$ cat src/dma_desc_pkg.sv
package dma_desc_pkg;
  // Descriptor byte 6 fields
  localparam int WIDE_BIT = 7;
  localparam int MODE_HI = 6;
  localparam int MODE_LO = 5;
  localparam int START_SOURCE_SEL_HI = 4;
  localparam int START_SOURCE_SEL_LO = 0;
  // Descriptor byte 7 fields
  localparam int SRC_HI = 7;
  localparam int SRC_LO = 6;
  localparam int DST_HI = 5;
  localparam int DST_LO = 4;
  localparam int IRQEN_BIT = 3;
  localparam int MASK8_BIT = 2;
  localparam int PRIO_HI = 1;
  localparam int PRIO_LO = 0;
  // Descriptor byte 4 variable-length field
  localparam int VAR_COUNT_MODE_HI = 7;
  localparam int VAR_COUNT_MODE_LO = 5;

  // APB register offsets
  localparam logic [7:0] OFS_DESC_LO = 8'h00;
  localparam logic [7:0] OFS_DESC_HI = 8'h04;
  localparam logic [7:0] OFS_CTRL = 8'h08;
  localparam logic [7:0] OFS_STATUS = 8'h0C;
  localparam logic [7:0] OFS_IRQ_STAT = 8'h10;
  localparam logic [7:0] OFS_IRQ_MASK = 8'h14;
  localparam logic [7:0] OFS_COUNT = 8'h18;

  localparam logic [31:0] DESC_RESET = 32'h0000_0000;
  localparam logic [1:0] IRQ_RESET = 2'h0;

  localparam logic [4:0] START_SOURCE_SEL_NONE = 5'h00;
  localparam logic [4:0] START_SOURCE_SEL_CHAIN = 5'h01;
  localparam logic [4:0] START_SOURCE_SEL_PERIPH0 = 5'h02;

  localparam logic [2:0] VAR_COUNT_MODE_FIXED = 3'h0;
  localparam logic [2:0] VAR_COUNT_MODE_PLUS1 = 3'h1;
  localparam logic [2:0] VAR_COUNT_MODE_EXACT = 3'h2;
  localparam logic [2:0] VAR_COUNT_MODE_PLUS2 = 3'h3;
  localparam logic [2:0] VAR_COUNT_MODE_PLUS3 = 3'h4;
  localparam logic [2:0] VAR_COUNT_MODE_ALT = 3'h7;

  localparam logic [1:0] PRIO_LOW = 2'h0;
  localparam logic [1:0] PRIO_NORMAL = 2'h1;
  localparam logic [1:0] PRIO_HIGH = 2'h2;

  typedef enum logic [1:0] {
    MODE_SINGLE = 2'h0,
    MODE_BLOCK = 2'h1,
    MODE_RSINGLE = 2'h2,
    MODE_RBLOCK = 2'h3
  } xfer_mode_t;

  typedef enum logic [3:0] {
    ST_IDLE = 4'b0001,
    ST_REQ = 4'b0010,
    ST_STEP = 4'b0100,
    ST_DONE = 4'b1000
  } chan_state_t;
endpackage

$ cat src/addr_stepper.sv
`timescale 1ns/100ps
// One address stepped per transfer by 0, +1, +2 or -1 units
module addr_stepper
  import dma_desc_pkg::*;
#(
  parameter int AW = 16
) (
  // Clock and reset
  input wire logic ref_clk,
  input wire logic reset,
  // Control
  input wire logic load,
  input wire logic [AW-1:0] start_addr,
  input wire logic step,
  input wire logic [1:0] step_sel,
  input wire logic wide,
  // Address
  output logic [AW-1:0] addr
);
  logic [AW-1:0] addr_ff;
  logic [AW-1:0] unit;
  logic [AW-1:0] nxt_addr;

  always_comb begin
    unit = wide ? AW'(2) : AW'(1);
    case (step_sel)
      2'h0: nxt_addr = addr_ff;
      2'h1: nxt_addr = addr_ff + unit;
      2'h2: nxt_addr = addr_ff + (unit << 1);
      2'h3: nxt_addr = addr_ff - unit;
      default: nxt_addr = addr_ff;
    endcase
  end

  always_ff @(posedge ref_clk) begin
    if (reset) begin
      addr_ff <= '0;
    end else if (load) begin
      addr_ff <= start_addr;
    end else if (step) begin
      addr_ff <= nxt_addr;
    end
  end

  assign addr = addr_ff;
endmodule // addr_stepper

$ cat src/dma_channel_descriptor_decode.sv
// Local design decisions: the APB register port and the register offsets.
`timescale 1ns/100ps
module dma_channel_descriptor_decode
  import dma_desc_pkg::*;
#(
  parameter int AW = 16,
  parameter int NPERIPH = 30
) (
  // Clock and reset
  input wire logic ref_clk,
  input wire logic reset,
  // APB slave
  input wire logic psel,
  input wire logic penable,
  input wire logic pwrite,
  input wire logic [7:0] paddr,
  input wire logic [31:0] pwdata,
  output logic [31:0] prdata,
  output logic pready,
  output logic pslverr,
  // Trigger sources
  input wire logic prev_chan_done,
  input wire logic [NPERIPH-1:0] periph_start_source_sel,
  // Memory bus arbitration
  input wire logic cpu_mem_req,
  output logic dma_mem_req,
  output logic dma_grant,
  output logic cpu_grant,
  // Transfer data path
  input wire logic [15:0] rd_data,
  output logic [AW-1:0] src_addr,
  output logic [AW-1:0] dst_addr,
  output logic wide_transfer_sel,
  output logic [1:0] xfer_mode_sel,
  output logic chan_done,
  // Interrupt
  output logic irq
);
  // Descriptor bytes 4..7 (low word) and start addresses (high word)
  logic [31:0] desc_lo_ff;
  logic [31:0] desc_hi_ff;
  logic [12:0] max_count_ff;
  logic arm_ff;
  logic manual_kick_reg_ff;
  logic [1:0] irq_stat_ff;
  logic [1:0] irq_mask_ff;
  logic [12:0] xfer_count_ff;
  logic [12:0] done_cnt_ff;
  logic first_ff;
  logic lost_ff;
  chan_state_t state_ff;
  chan_state_t nxt_state;

  logic [7:0] byte6;
  logic [7:0] byte7;
  logic [2:0] var_count_mode;
  logic [4:0] start_source_sel;
  logic [1:0] source_step;
  logic [1:0] dest_step;
  logic done_irq_enable;
  logic len_bit7_mask;
  logic [1:0] prio;
  logic start_source_sel_hit;
  logic wr;
  logic grant;
  logic is_var;
  logic [12:0] len_raw;
  logic [12:0] len_adj;
  logic [12:0] len_cap;
  logic last_unit;
  logic repeated;
  logic block_mode;

  assign byte6 = desc_lo_ff[23:16];
  assign byte7 = desc_lo_ff[31:24];
  assign var_count_mode = desc_lo_ff[VAR_COUNT_MODE_HI:VAR_COUNT_MODE_LO];
  assign wide_transfer_sel = byte6[WIDE_BIT];
  assign xfer_mode_sel = byte6[MODE_HI:MODE_LO];
  assign start_source_sel = byte6[START_SOURCE_SEL_HI:START_SOURCE_SEL_LO];
  assign source_step = byte7[SRC_HI:SRC_LO];
  assign dest_step = byte7[DST_HI:DST_LO];
  assign done_irq_enable = byte7[IRQEN_BIT];
  assign len_bit7_mask = byte7[MASK8_BIT];
  assign prio = byte7[PRIO_HI:PRIO_LO];
  assign repeated = xfer_mode_sel == MODE_RSINGLE || xfer_mode_sel == MODE_RBLOCK;
  assign block_mode = xfer_mode_sel == MODE_BLOCK || xfer_mode_sel == MODE_RBLOCK;

  assign wr = psel && penable && pwrite;
  assign pready = 1'b1;
  // Trigger selection
  always_comb begin
    case (start_source_sel)
      START_SOURCE_SEL_NONE: start_source_sel_hit = 1'b0;
      START_SOURCE_SEL_CHAIN: start_source_sel_hit = prev_chan_done;
      default: start_source_sel_hit = (int'(start_source_sel) - int'(START_SOURCE_SEL_PERIPH0) < NPERIPH) ?
        periph_start_source_sel[int'(start_source_sel) - int'(START_SOURCE_SEL_PERIPH0)] : 1'b0;
    endcase
  end
  // Arbitration against the CPU
  always_comb begin
    dma_mem_req = state_ff == ST_REQ;
    case (prio)
      PRIO_LOW: grant = dma_mem_req && !cpu_mem_req;
      PRIO_HIGH: grant = dma_mem_req;
      default: grant = dma_mem_req && (!cpu_mem_req || lost_ff);
    endcase
    dma_grant = grant;
    cpu_grant = cpu_mem_req && !grant;
  end
  always_ff @(posedge ref_clk) begin
    if (reset) begin
      lost_ff <= 1'b0;
    end else if (dma_mem_req && cpu_mem_req) begin
      lost_ff <= !grant;
    end
  end
  // Variable length count from first unit
  always_comb begin
    is_var = var_count_mode != VAR_COUNT_MODE_FIXED && var_count_mode != VAR_COUNT_MODE_ALT;
    if (wide_transfer_sel) begin
      len_raw = rd_data[12:0];
    end else if (len_bit7_mask) begin
      len_raw = {6'h00, rd_data[6:0]};
    end else begin
      len_raw = {5'h00, rd_data[7:0]};
    end
    case (var_count_mode)
      VAR_COUNT_MODE_PLUS1: len_adj = len_raw + 13'h0001;
      VAR_COUNT_MODE_EXACT: len_adj = len_raw;
      VAR_COUNT_MODE_PLUS2: len_adj = len_raw + 13'h0002;
      VAR_COUNT_MODE_PLUS3: len_adj = len_raw + 13'h0003;
      default: len_adj = max_count_ff;
    endcase
    len_cap = (len_adj > max_count_ff) ? max_count_ff : len_adj;
    if (len_cap == 13'h0000) begin
      len_cap = 13'h0001;
    end
  end
  assign last_unit = (done_cnt_ff + 13'h0001) >= xfer_count_ff;
  // Channel state machine
  always_comb begin
    nxt_state = state_ff;
    case (state_ff)
      ST_IDLE: begin
        if (arm_ff && (start_source_sel_hit || manual_kick_reg_ff)) begin
          nxt_state = ST_REQ;
        end
      end
      ST_REQ: begin
        if (grant) begin
          nxt_state = ST_STEP;
        end
      end
      ST_STEP: begin
        if ((first_ff && is_var) ? len_cap == 13'h0001 : last_unit) begin
          nxt_state = ST_DONE;
        end else if (block_mode) begin
          nxt_state = ST_REQ;
        end else begin
          nxt_state = ST_IDLE;
        end
      end
      ST_DONE: nxt_state = ST_IDLE;
      default: nxt_state = ST_IDLE;
    endcase
  end

  always_ff @(posedge ref_clk) begin
    if (reset) begin
      state_ff <= ST_IDLE;
    end else begin
      state_ff <= nxt_state;
    end
  end
  // Transfer counting
  always_ff @(posedge ref_clk) begin
    if (reset) begin
      done_cnt_ff <= '0;
      xfer_count_ff <= '0;
      first_ff <= 1'b1;
    end else if (state_ff == ST_IDLE && nxt_state == ST_REQ && first_ff) begin
      done_cnt_ff <= '0;
      xfer_count_ff <= max_count_ff;
    end else if (state_ff == ST_STEP) begin
      done_cnt_ff <= done_cnt_ff + 13'h0001;
      first_ff <= 1'b0;
      if (first_ff && is_var) begin
        xfer_count_ff <= len_cap;
      end
      if (nxt_state == ST_DONE) begin
        first_ff <= 1'b1;
      end
    end
  end
  // Registers and arm
  always_ff @(posedge ref_clk) begin
    if (reset) begin
      desc_lo_ff <= DESC_RESET;
      desc_hi_ff <= DESC_RESET;
      max_count_ff <= '0;
      arm_ff <= 1'b0;
    end else begin
      if (wr && paddr == OFS_DESC_LO) begin
        desc_lo_ff <= pwdata;
        max_count_ff <= {pwdata[4:0], pwdata[15:8]};
      end
      if (wr && paddr == OFS_DESC_HI) begin
        desc_hi_ff <= pwdata;
      end
      if (wr && paddr == OFS_CTRL) begin
        arm_ff <= pwdata[0];
      end else if (state_ff == ST_DONE && !repeated) begin
        arm_ff <= 1'b0;
      end
    end
  end
  // Manual kick: set by write, cleared on grant
  always_ff @(posedge ref_clk) begin
    if (reset) begin
      manual_kick_reg_ff <= 1'b0;
    end else if (wr && paddr == OFS_CTRL && pwdata[1]) begin
      manual_kick_reg_ff <= 1'b1;
    end else if (grant) begin
      manual_kick_reg_ff <= 1'b0;
    end
  end

  // Interrupt status: bit0 done, bit1 trigger while busy
  always_ff @(posedge ref_clk) begin
    if (reset) begin
      irq_stat_ff <= IRQ_RESET;
      irq_mask_ff <= IRQ_RESET;
    end else begin
      if (wr && paddr == OFS_IRQ_MASK) begin
        irq_mask_ff <= pwdata[1:0];
      end
      for (int i = 0; i < 2; i++) begin
        if (wr && paddr == OFS_IRQ_STAT && pwdata[i]) begin
          irq_stat_ff[i] <= 1'b0;
        end
      end
      if (state_ff == ST_DONE && done_irq_enable) begin
        irq_stat_ff[0] <= 1'b1;
      end
      if (start_source_sel_hit && state_ff != ST_IDLE) begin
        irq_stat_ff[1] <= 1'b1;
      end
    end
  end

  assign irq = |(irq_stat_ff & irq_mask_ff);

  always_ff @(posedge ref_clk) begin
    if (reset) begin
      chan_done <= 1'b0;
    end else begin
      chan_done <= nxt_state == ST_DONE;
    end
  end

  // Read mux
  always_ff @(posedge ref_clk) begin
    if (reset) begin
      prdata <= '0;
      pslverr <= 1'b0;
    end else if (psel && !penable) begin
      pslverr <= 1'b0;
      case (paddr)
        OFS_DESC_LO: prdata <= desc_lo_ff;
        OFS_DESC_HI: prdata <= desc_hi_ff;
        OFS_CTRL: prdata <= {30'h0000_0000, manual_kick_reg_ff, arm_ff};
        OFS_STATUS: prdata <= {28'h000_0000, state_ff};
        OFS_IRQ_STAT: prdata <= {30'h0000_0000, irq_stat_ff};
        OFS_IRQ_MASK: prdata <= {30'h0000_0000, irq_mask_ff};
        OFS_COUNT: prdata <= {3'h0, done_cnt_ff, 3'h0, xfer_count_ff};
        default: begin
          prdata <= '0;
          pslverr <= !pwrite;
        end
      endcase
    end
  end

  addr_stepper #(.AW(AW)) u_src (
    .ref_clk(ref_clk),
    .reset(reset),
    .load(wr && paddr == OFS_DESC_HI),
    .start_addr(pwdata[AW-1:0]),
    .step(state_ff == ST_STEP),
    .step_sel(source_step),
    .wide(wide_transfer_sel),
    .addr(src_addr)
  );

  addr_stepper #(.AW(AW)) u_dst (
    .ref_clk(ref_clk),
    .reset(reset),
    .load(wr && paddr == OFS_DESC_HI),
    .start_addr(pwdata[31:32-AW]),
    .step(state_ff == ST_STEP),
    .step_sel(dest_step),
    .wide(wide_transfer_sel),
    .addr(dst_addr)
  );
endmodule // dma_channel_descriptor_decode

$ cat config.mk
export PLATFORM = sky130hd
export DESIGN_NAME = dma_channel_descriptor_decode
export DESIGN_NICKNAME = d
export VERILOG_FILES = /design/src/dma_desc_pkg.sv /design/src/addr_stepper.sv /design/src/dma_channel_descriptor_decode.sv
export SDC_FILE = /design/constraint.sdc
export NUM_CORES = 1
export LEC_CHECK = 0
export BUFFER_PORTS_ARGS = -buffer_cell sky130_fd_sc_hd__buf_2
export CAP_MARGIN = 20
export CORE_MARGIN = 1.5
export CORE_UTILIZATION = 63
export DETAILED_ROUTE_END_ITERATION = 6
export GPL_TIMING_DRIVEN = 0
export PLACE_DENSITY_LB_ADDON = 0.05
export SLEW_MARGIN = 30
export SYNTH_ARGS = -nofsm -noshare
export SYNTH_HDL_FRONTEND = slang
export SYNTH_SLANG_ARGS = --single-unit
$ cat constraint.sdc
create_clock -name ref_clk -period 12.8 [get_ports ref_clk]
set_clock_uncertainty 0.1 [all_clocks]
set_input_delay 1.28 -clock ref_clk [delete_from_list [all_inputs] [get_ports ref_clk]]
set_output_delay 1.28 -clock ref_clk [all_outputs]
set_load 0.005 [all_outputs]
==> results.ini, run 1 <==
[clocking]
ctsResizeCount = 0
cts_root_buffer = clkbuf_16
cts_tree = yes
hold_buffers = 0
htree_levels = 4
clock_sinks = 168
insertion_delay_ps = 440
clockBufferDepth = 2
clk_pin_slew_ps = 70
cts_made_buffers = 17
post_cts_buffers = 0

[sta]
slew_violations = 0
tns_ps = 0
maxSlewHeadroom_pct = 28.8
hold_slack_ps = 363
worstMarginPinSlew_ps = 1050
setup_viol = 0
fmax_ghz = 0.162
period_share_pct = 48.3
min_period_ps = 6180
setup_slack_ps = 6620
grt_setup_unrepaired = false
hold_viol_final = 0

[detailed_routing]
drt-initial-drc-count = 1838
post_drt_via_cell_ratio = 6.54
ant_nets = 0
firstDrtPassIters = 7
drt_wl_total_um = 38600
drc = 37
vias = 12594
wire_per_inst_um = 20.0

[die]
ioPinCount = 167
start_util_pct = 64.7
die_h_um = 136
rows = 48
core_sq_um = 17300
dieArea_sq_um = 18600
die_w_um = 136

[synth]
synthTopCellsByArea = dfxtp_1 30%, a21oi_1 8.9%, nand2_1 7.3%, ha_1 7.2%, nor2_1 6.1%
yosysUniqueCellTypes = 76
synth_edf_count = 0
yosysSeqAreaShare_pct = 30.1
syn_nets = 1671
post-synth-top-count-cell = nand2_1
async_reset_ff_share_pct = 0
yosys_warnings = 0
synthFlopType = dfxtp_1
synth_cells = 1509
syn_avg_cell_area_sq_um = 7.41
yosysTopAreaCell = dfxtp_1
synth_top_area_share_pct = 30.1
synth_area_sq_um = 11200
synth_seq_cells = 168
synth_common_cells = 219 x nand2_1, 199 x a21oi_1, 181 x nor2_1

[critical_path]
slowest_delay_ps = 670
worstPathArrival_ps = 6440
crit_path_start_kind = register
r2r_setup_slack_ps = 6620
critPathKind = register to register
critPathBufInv = 5
path_common_cell = o21ai_0
worstPathRequired_ps = 13050
worstSetupEndpointType = register
crit_chain = buf_2 > nor2_1 > nand2_1 > inv_1 > ha_1 > a21o_1 > nand2_1 > o21ai_0 > a21oi_1 > a211oi_1 > inv_1 > ha_1 > and3_1 > a221oi_1 > o21ai_0 > a221oi_1 > or2_2 > clkbuf_1 > o21ai_0 > a21oi_1 > a31o_1 > buf_6 > a32oi_2 > a211oi_1
cp_top_family = compound AO/OA/AOI/OAI gates
slowest_stage = a221oi_1
critPathMaxFanout = 10

[finish]
nFillCells = 1429
antenna_cells = 0
layout.nets = 1850
fin_cells = 1926
area_delta_synth_final_pct = 15.2
fin_area_sq_um = 12900
drive_gt1_share_pct = 13.6
fin_util_pct = 74.5

[placement]
place_area_sq_um = 12300
dp_slack_ps = 6580
placed_cells = 1894
dp_hpwl_um = 29200
portBuffers = 160
place_congestion = 0.976

[run_status]
status = finished, violations left
violations = design-rule violations

[global_route]
grt_pass1_wl_um = 58400
grt_max_degree = 17
grt_pass1_vias = 11065
grt_use_total_pct = 40.7
grt-ovfl-total = 0
antenna_found_initial = 0

[hold_path]
hp-class = register to register

[power_and_ir_drop]
p_total_mw = 1.12
cellPowerDensity_nw_per_um2 = 87.2
peakVddDrop_uv = 92.5
total_leakage_power_nw = 5.01

[flow_run]
drv_cap = 0

kinds of logic (layout without fill, tap and decap cells):
group                    Yosys count  after routing  synth area share, %
adder cells (fa/ha/maj)           69             69                 8.05
XOR/XNOR                          52             52                 4.07
multiplexers                      20             20                 2.75
AND/OR/NAND/NOR                  598            598                 24.1
other                              1              1               0.0335
AO/OA/AOI/OAI                    446            446                 25.3
flip-flops                       168            168                 30.1
buffers and inverters            155            347                 5.58
worst paths after layout:
path / start / to / cells after the start
worst min register to register: desc_hi_ff[29] / desc_hi_ff[29] / 2
worst max register to register: desc_lo_ff[6] / xfer_count_ff[7] / 24
worst min-delay path: desc_hi_ff[29] / desc_hi_ff[29] / 2
worst max-delay path: desc_lo_ff[6] / xfer_count_ff[7] / 24
per-layer routing:
| layer | part of all wire, % | routed length [um] | GRT usage [%] |
|---|---|---|---|
| met5 | 0 | 0 | 0 |
| met4 | 3.5 | 1350 | 15.9 |
| met3 | 11 | 4240 | 8.43 |
| met2 | 45 | 17400 | 64.9 |
| met1 | 40 | 15500 | 54.0 |
layout make-up:
| type | instances | area [sq um] | area share (%) |
|---|---|---|---|
| plain buffers | 96 | 403 | 3.13 |
| clock buffers | 22 | 474 | 3.68 |
| clock inverters | 10 | 140 | 1.09 |
| inverters | 59 | 221 | 1.72 |
| multi-input cells | 1186 | 7210 | 55.9 |
| flip-flops and latches | 168 | 3360 | 26.1 |
| well taps | 225 | 282 | 2.18 |
| repair buffers | 160 | 801 | 6.21 |
state kept, by name (all words and copies together) (netlist names):
| signal | flops |
|---|---|
| desc_lo_ff | 32 |
| state_ff | 4 |
| chan_done | 1 |
| irq_mask_ff | 2 |
| done_cnt_ff | 13 |
| u_dst.addr | 16 |
| manual_kick_reg_ff | 1 |
| lost_ff | 1 |
| irq_stat_ff | 2 |
| u_src.addr | 16 |
| xfer_count_ff | 13 |
| prdata | 32 |
| desc_hi_ff | 32 |
| pslverr | 1 |
| arm_ff | 1 |
| first_ff | 1 |
worst reg2reg max path: stages, from the launching register on:
cell,delay (ps)
dfxtp_1,360
buf_2,200
nor2_1,390
nand2_1,140
inv_1,180
ha_1,210
a21o_1,130
nand2_1,100
o21ai_0,360
a21oi_1,110
a211oi_1,490
inv_1,90
ha_1,300
and3_1,210
a221oi_1,330
o21ai_0,130
a221oi_1,670
or2_2,220
clkbuf_1,340
o21ai_0,210
a21oi_1,190
a31o_1,140
buf_6,150
a32oi_2,100
a211oi_1,240
report_power, final:
group	internal [mW]	leakage, nW	switching, mW
logic	0.0182	3.35	0.0351
clock network	0.324	0.305	0.224
registers	0.523	1.35	0.000247
cell usage in the layout (no fill, tap or decap), drive strengths merged, types with 8 or more instances in the layout:
master / instances
o21ai: 69
xor2: 29
a221oi: 10
and3: 15
a21oi: 200
xnor2: 23
or3: 12
nand4: 20
mux4: 8
clkbuf: 100
nand2: 219
nand3: 42
a31oi: 15
nor3: 34
nand3b: 8
a222oi: 28
dfxtp: 168
nor2: 181
nor2b: 17
nand2b: 12
a22oi: 21
and2: 10
ha: 64
a211oi: 11
o211ai: 18
buf: 178
a21o: 11
o221ai: 12
inv: 61
(Power assumes the default switching activity.)
==> inputs of run 2 (changes only) <==
--- a/config.mk
+++ b/config.mk
@@ -8,7 +8,7 @@
 export BUFFER_PORTS_ARGS = -buffer_cell sky130_fd_sc_hd__buf_2
 export CAP_MARGIN = 20
 export CORE_MARGIN = 1.5
-export CORE_UTILIZATION = 63
+export CORE_UTILIZATION = 53
 export DETAILED_ROUTE_END_ITERATION = 6
 export GPL_TIMING_DRIVEN = 0
 export PLACE_DENSITY_LB_ADDON = 0.05
==> constraint.sdc (replaced) <==
create_clock -name ref_clk -period 5.55 [get_ports ref_clk]
set_clock_uncertainty 0.1 [all_clocks]
set_input_delay 0.555 -clock ref_clk [delete_from_list [all_inputs] [get_ports ref_clk]]
set_output_delay 0.555 -clock ref_clk [all_outputs]
set_load 0.005 [all_outputs]
==> run 2 against run 1 <==
Against the previous run: the flow still finishes with violations (design-rule violations); global-route usage decreased by 5.6 points; total power is 130% higher; sequential share of layout area decreased by 0.19 points; critical path type unchanged.
==> results.ini, run 2 (synthesis gave the netlist of run 1 again) <==
[critical_path]
cp_top_family = simple AND/OR/NAND/NOR gates
critPathBufInv = 3
worstPathArrival_ps = 5350
r2r_start = desc_lo_ff[6]
rr_worst_depth = 21
rr_endpoint = xfer_count_ff[11]
critPathMaxFanout = 10
crit_chain = buf_2 > nor2_4 > nand2_1 > inv_1 > fa_1 > nand2_1 > nor2_1 > a32oi_1 > or3b_2 > o221ai_1 > ha_1 > and3_1 > a221oi_1 > o21ai_0 > a221oi_2 > or2_4 > nand4b_1 > a31o_1 > buf_6 > a22oi_1 > a211oi_1
r2r_setup_slack_ps = 400
crit_path_start_kind = register
path_common_cell = nand2_1
slowest_stage = or3b_2
critPathKind = register to register
worstSetupEndpointType = register
worstPathRequired_ps = 5740
slowest_delay_ps = 490

[finish]
nFillCells = 2010
fin_area_sq_um = 13000
layout.nets = 1853
final_cell_mix = 219 x nand2_1, 199 x a21oi_1, 180 x nor2_1
area_delta_synth_final_pct = 16.1
final_common_cell = nand2_1
antenna_cells = 0
largestRegisters = desc_hi_ff (32), desc_lo_ff (32), prdata (32)
drive_gt1_share_pct = 14.0
fin_cells = 1973
fin_util_pct = 63.4

[hold_path]
min_from = pwrite
hp-class = input port to register
hold_depth = 2
min_to = pslverr

[flow_run]
drv_cap = 0

[sta]
grt_setup_unrepaired = false
hold_slack_ps = 216
maxSlewHeadroom_pct = 34.8
fmax_ghz = 0.194
slew_violations = 0
setup_viol = 0
tns_ps = 0
hold_viol_final = 0
min_period_ps = 5150
setup_slack_ps = 397
worstMarginPinSlew_ps = 964
period_share_pct = 92.8

[clocking]
hold_buffers = 0
cts_tree = yes
cts_root_buffer = clkbuf_16
cts_made_buffers = 17
clockBufferDepth = 2
clock_sinks = 168
clk_pin_slew_ps = 60
insertion_delay_ps = 450
htree_levels = 4

[detailed_routing]
drt_wl_total_um = 39100
vias = 12224
wire_per_inst_um = 19.8
drt-initial-drc-count = 1442
post_drt_via_cell_ratio = 6.20
drc = 3
firstDrtPassIters = 7
ant_nets = 0

[run_status]
violations = design-rule violations
status = finished, violations left

[placement]
placed_cells = 1939
place_congestion = 0.974
place_area_sq_um = 12300
portBuffers = 160
dp_slack_ps = -362
dp_hpwl_um = 30100

[die]
rows = 52
die_w_um = 148
ioPinCount = 167
dieArea_sq_um = 22000
core_sq_um = 20500
die_h_um = 148
start_util_pct = 54.6

[global_route]
grt-ovfl-total = 0
grt.busiest_layer = met2
grt_use_met2_pct = 56.3
grt_use_total_pct = 35.1
antenna_found_initial = 0
grt_pass1_vias = 10976
grt_pass1_wl_um = 60200
grt_use_met3_pct = 4.60
grt_max_degree = 17
grt_util_met1_pct = 49.5

[power_and_ir_drop]
cellPowerDensity_nw_per_um2 = 200
p_total_mw = 2.60
peakVddDrop_uv = 186
total_leakage_power_nw = 5.03

-- run 2: cell types whose count changed in the layout (fill, tap and decap cells not counted), moves of 2 or more --
cell      change
buf_4         +4
clkbuf_1      -3
inv_6         +3
clkbuf_2      +2
clkbuf_8      -2
clkinv_2      -2
clkinv_4      -2
-- run 2: worst max path at each step --
| stage | from | to | slack (ps) | cells after the start |
|---|---|---|---|---|
| 2_1_floorplan | desc_lo_ff[6] | xfer_count_ff[7] | 790 | 23 |
| 6_report | desc_lo_ff[6] | xfer_count_ff[11] | 400 | 21 |
| 4_1_cts | desc_lo_ff[6] | xfer_count_ff[11] | 40 | 22 |
| 5_1_grt | desc_lo_ff[6] | xfer_count_ff[11] | 4 | 23 |
| 3_3_place_gp | desc_lo_ff[6] | xfer_count_ff[11] | -400 | 23 |
| 3_5_place_dp | desc_lo_ff[6] | xfer_count_ff[11] | -360 | 23 |
-- run 2: cell type report --
| cell class | instances | area, sq um | share of cell area (%) |
|---|---|---|---|
| Timing Repair Buffer | 164 | 831 | 6.40 |
| Clock inverter | 11 | 158 | 1.21 |
| Clock buffer | 20 | 447 | 3.44 |
| Buffer | 95 | 402 | 3.09 |
| Sequential cell | 168 | 3360 | 25.9 |
| Tap cell | 270 | 338 | 2.60 |
| Multi-Input combinational cell | 1186 | 7230 | 55.7 |
| Inverter | 59 | 221 | 1.71 |
-- run 2: per-layer routing --
metal | vias to the layer above | share of wire, % | routed length [um]
met3 | 72 | 9.2 | 3590
met5 | - | 0 | 0
met4 | 0 | 2.2 | 875
li1 | 5811 | - | -
met1 | 5683 | 43 | 16800
met2 | 658 | 46 | 17800
-- run 2: report_power, final --
group / switching, mW / total [mW] / internal, mW
Combinational: 0.0799 / 0.122 / 0.0426
Sequential: 0.000570 / 1.21 / 1.21
Clock: 0.542 / 1.27 / 0.728
Total: 0.623 / 2.60 / 1.98
-- run 2: repair_timing --
action / CTS / global route
setup buffers: 0 / 4
pin swaps: 0 / 1
setup endpoints to repair: 17 / 17
gates resized for setup: 4 / 5
==> inputs of run 3 (changes only) <==
--- a/config.mk
+++ b/config.mk
@@ -11,7 +11,7 @@
 export CORE_UTILIZATION = 53
 export DETAILED_ROUTE_END_ITERATION = 6
 export GPL_TIMING_DRIVEN = 0
-export PLACE_DENSITY_LB_ADDON = 0.05
+export PLACE_DENSITY_LB_ADDON = 0.1
 export SLEW_MARGIN = 30
 export SYNTH_ARGS = -nofsm -noshare
 export SYNTH_HDL_FRONTEND = slang
==> run 3 against run 2 <==
Against the previous run: count of clock-buffer cells in the layout increased by 1; the run still ends with design-rule violations left; first-iteration DRC count decreased by 8.9%; critical path depth increased by 2; non-clock buffer count decreased by 3; global-route usage increased by 0.23 points; core utilization decreased by 0.16 points; die area unchanged; critical path type unchanged; combinational power about the same; setup slack improved by 8.9 ps; cell count decreased by 0.10%; total power decreased by 3.1%.
==> results.ini, run 3 (synthesis gave the netlist of run 1 again) <==
[clocking]
cts_root_buffer = clkbuf_16
clock_sinks = 168
clk_pin_slew_ps = 70
cts_made_buffers = 17
htree_levels = 4
insertion_delay_ps = 440
cts_tree = yes
clockBufferDepth = 2

[detailed_routing]
drt-initial-drc-count = 1314
vias = 12290
post_drt_via_cell_ratio = 6.24
drc = 8
drt_wl_total_um = 39200
wire_per_inst_um = 19.9
ant_nets = 0
firstDrtPassIters = 7

[global_route]
grt_use_total_pct = 35.3
grt-ovfl-total = 0
grt_pass1_wl_um = 60700
grt_pass1_vias = 11148
grt_max_degree = 17
antenna_found_initial = 0

[critical_path]
crit_path_start_kind = register
critPathKind = register to register
slowest_stage = or3b_2
worstPathArrival_ps = 5330
rr_endpoint = xfer_count_ff[7]
crit_end = xfer_count_ff[7]
r2r_start = desc_lo_ff[6]
cp_top_family = compound AO/OA/AOI/OAI gates
crit_path_start = desc_lo_ff[6]
critPathMaxFanout = 10
worstPathRequired_ps = 5740
crit_cells = 23
r2r_setup_slack_ps = 410
rr_worst_depth = 23
crit_chain = buf_2 > nor2_4 > nand2_1 > inv_1 > fa_1 > nand2_1 > nor2_1 > a32oi_1 > or3b_2 > o221ai_1 > ha_1 > and3_1 > a221oi_2 > o21ai_0 > a221oi_2 > buf_4 > o21ai_0 > o21ai_0 > a21oi_1 > a31o_1 > buf_6 > a32oi_2 > a211oi_1
path_common_cell = o21ai_0
worstSetupEndpointType = register
critPathBufInv = 4
slowest_delay_ps = 480

[sta]
period_share_pct = 92.7
slew_violations = 0
setup_viol = 0
hold_viol_final = 0
maxSlewHeadroom_pct = 37.9
hold_slack_ps = 231
grt_setup_unrepaired = false
min_period_ps = 5140
worstMarginPinSlew_ps = 931
fmax_ghz = 0.194

[power_and_ir_drop]
p_int_mw = 1.91
seq_power_share_pct = 47.9
p_comb_share_pct = 4.8
p_total_mw = 2.52
clkPwrFrac_pct = 47.3
peakVddDrop_uv = 197
cellPowerDensity_nw_per_um2 = 194
switchingPower_uw = 608
total_leakage_power_nw = 5.00
swShare_pct = 24.2

[finish]
final_common_cell = nand2_1
drive_gt1_share_pct = 14.1
layout.nets = 1850
antenna_cells = 0
final_cell_mix = 219 x nand2_1, 198 x a21oi_1, 180 x nor2_1
fin_cells = 1971
area_delta_synth_final_pct = 15.8
largestRegisters = desc_hi_ff (32), desc_lo_ff (32), prdata (32)

[run_status]
violations = design-rule violations
status = finished, violations left

[die]
dieArea_sq_um = 22000
start_util_pct = 54.6
core_sq_um = 20500
rows = 52
die_h_um = 148
ioPinCount = 167
die_w_um = 148

[placement]
portBuffers = 160
placed_cells = 1939
place_congestion = 0.958
dp_hpwl_um = 30100

[flow_run]
drv_cap = 0

[hold_path]
hp-class = input port to register

[run 3: cell types whose count changed in the layout (fill, tap and decap cells not counted), sizes merged]
cell      before  now
inv           65   63
buf          182  179
clkinv         1    4
clkinvlp       1    2
clkbuf        97   98
bufinv         3    1
[run 3: metrics by stage]
step	area, sq um	worst slack, ps	util [%]	setup TNS (ps)
finish	13000	406	63.2	0
floorplan	11200	788	-	0
global route	13000	64.3	63.2	0
CTS	12900	145	63.1	0
detailed placement	12300	-608	60.2	-7960
global placement	12300	-607	60.1	-8120
[run 3: worst min path at each step]
stage,startpoint,end,cells past startpoint
floorplan,desc_hi_ff[16],desc_hi_ff[16],2
global placement,desc_hi_ff[30],desc_hi_ff[30],2
detailed placement,desc_hi_ff[30],desc_hi_ff[30],2
CTS,pwrite,pslverr,2
global route,pwrite,pslverr,2
finish,pwrite,pslverr,2
[run 3: final cells by class]
| cell class | instances | area, sq um |
|---|---|---|
| Timing Repair Buffer | 161 | 808 |
| Multi-Input combinational cell | 1186 | 7240 |
| Clock buffer | 21 | 470 |
| Sequential cell | 168 | 3360 |
| Inverter | 59 | 221 |
| Clock inverter | 11 | 110 |
| Buffer | 95 | 400 |
| Fill cell | 1908 | 7540 |
| Tap cell | 270 | 338 |
[run 3: per-layer routing]
metal | part of all wire [%] | global-route usage (%)
met5 | 0 | 0
met4 | 3.0 | 12.3
met3 | 9.7 | 6.07
met2 | 45 | 54.8
met1 | 42 | 49.5
[run 3: power groups by stage]
stage	Clock, mW	Sequential [mW]	Combinational, mW
after floorplan	0	1.23	0.0492
after global placement	0	1.23	0.116
after detailed placement	0	1.23	0.117
after CTS	1.19	1.21	0.118
after global routing	1.24	1.21	0.129
final	1.19	1.21	0.120
[run 3: repair_timing]
action                                  in CTS  in global routing
setup buffers                                1                  0
pin swaps                                    1                  0
hold buffers                                 0                  0
endpoints found under the setup margin      17                 17
resized for setup                            5                  2
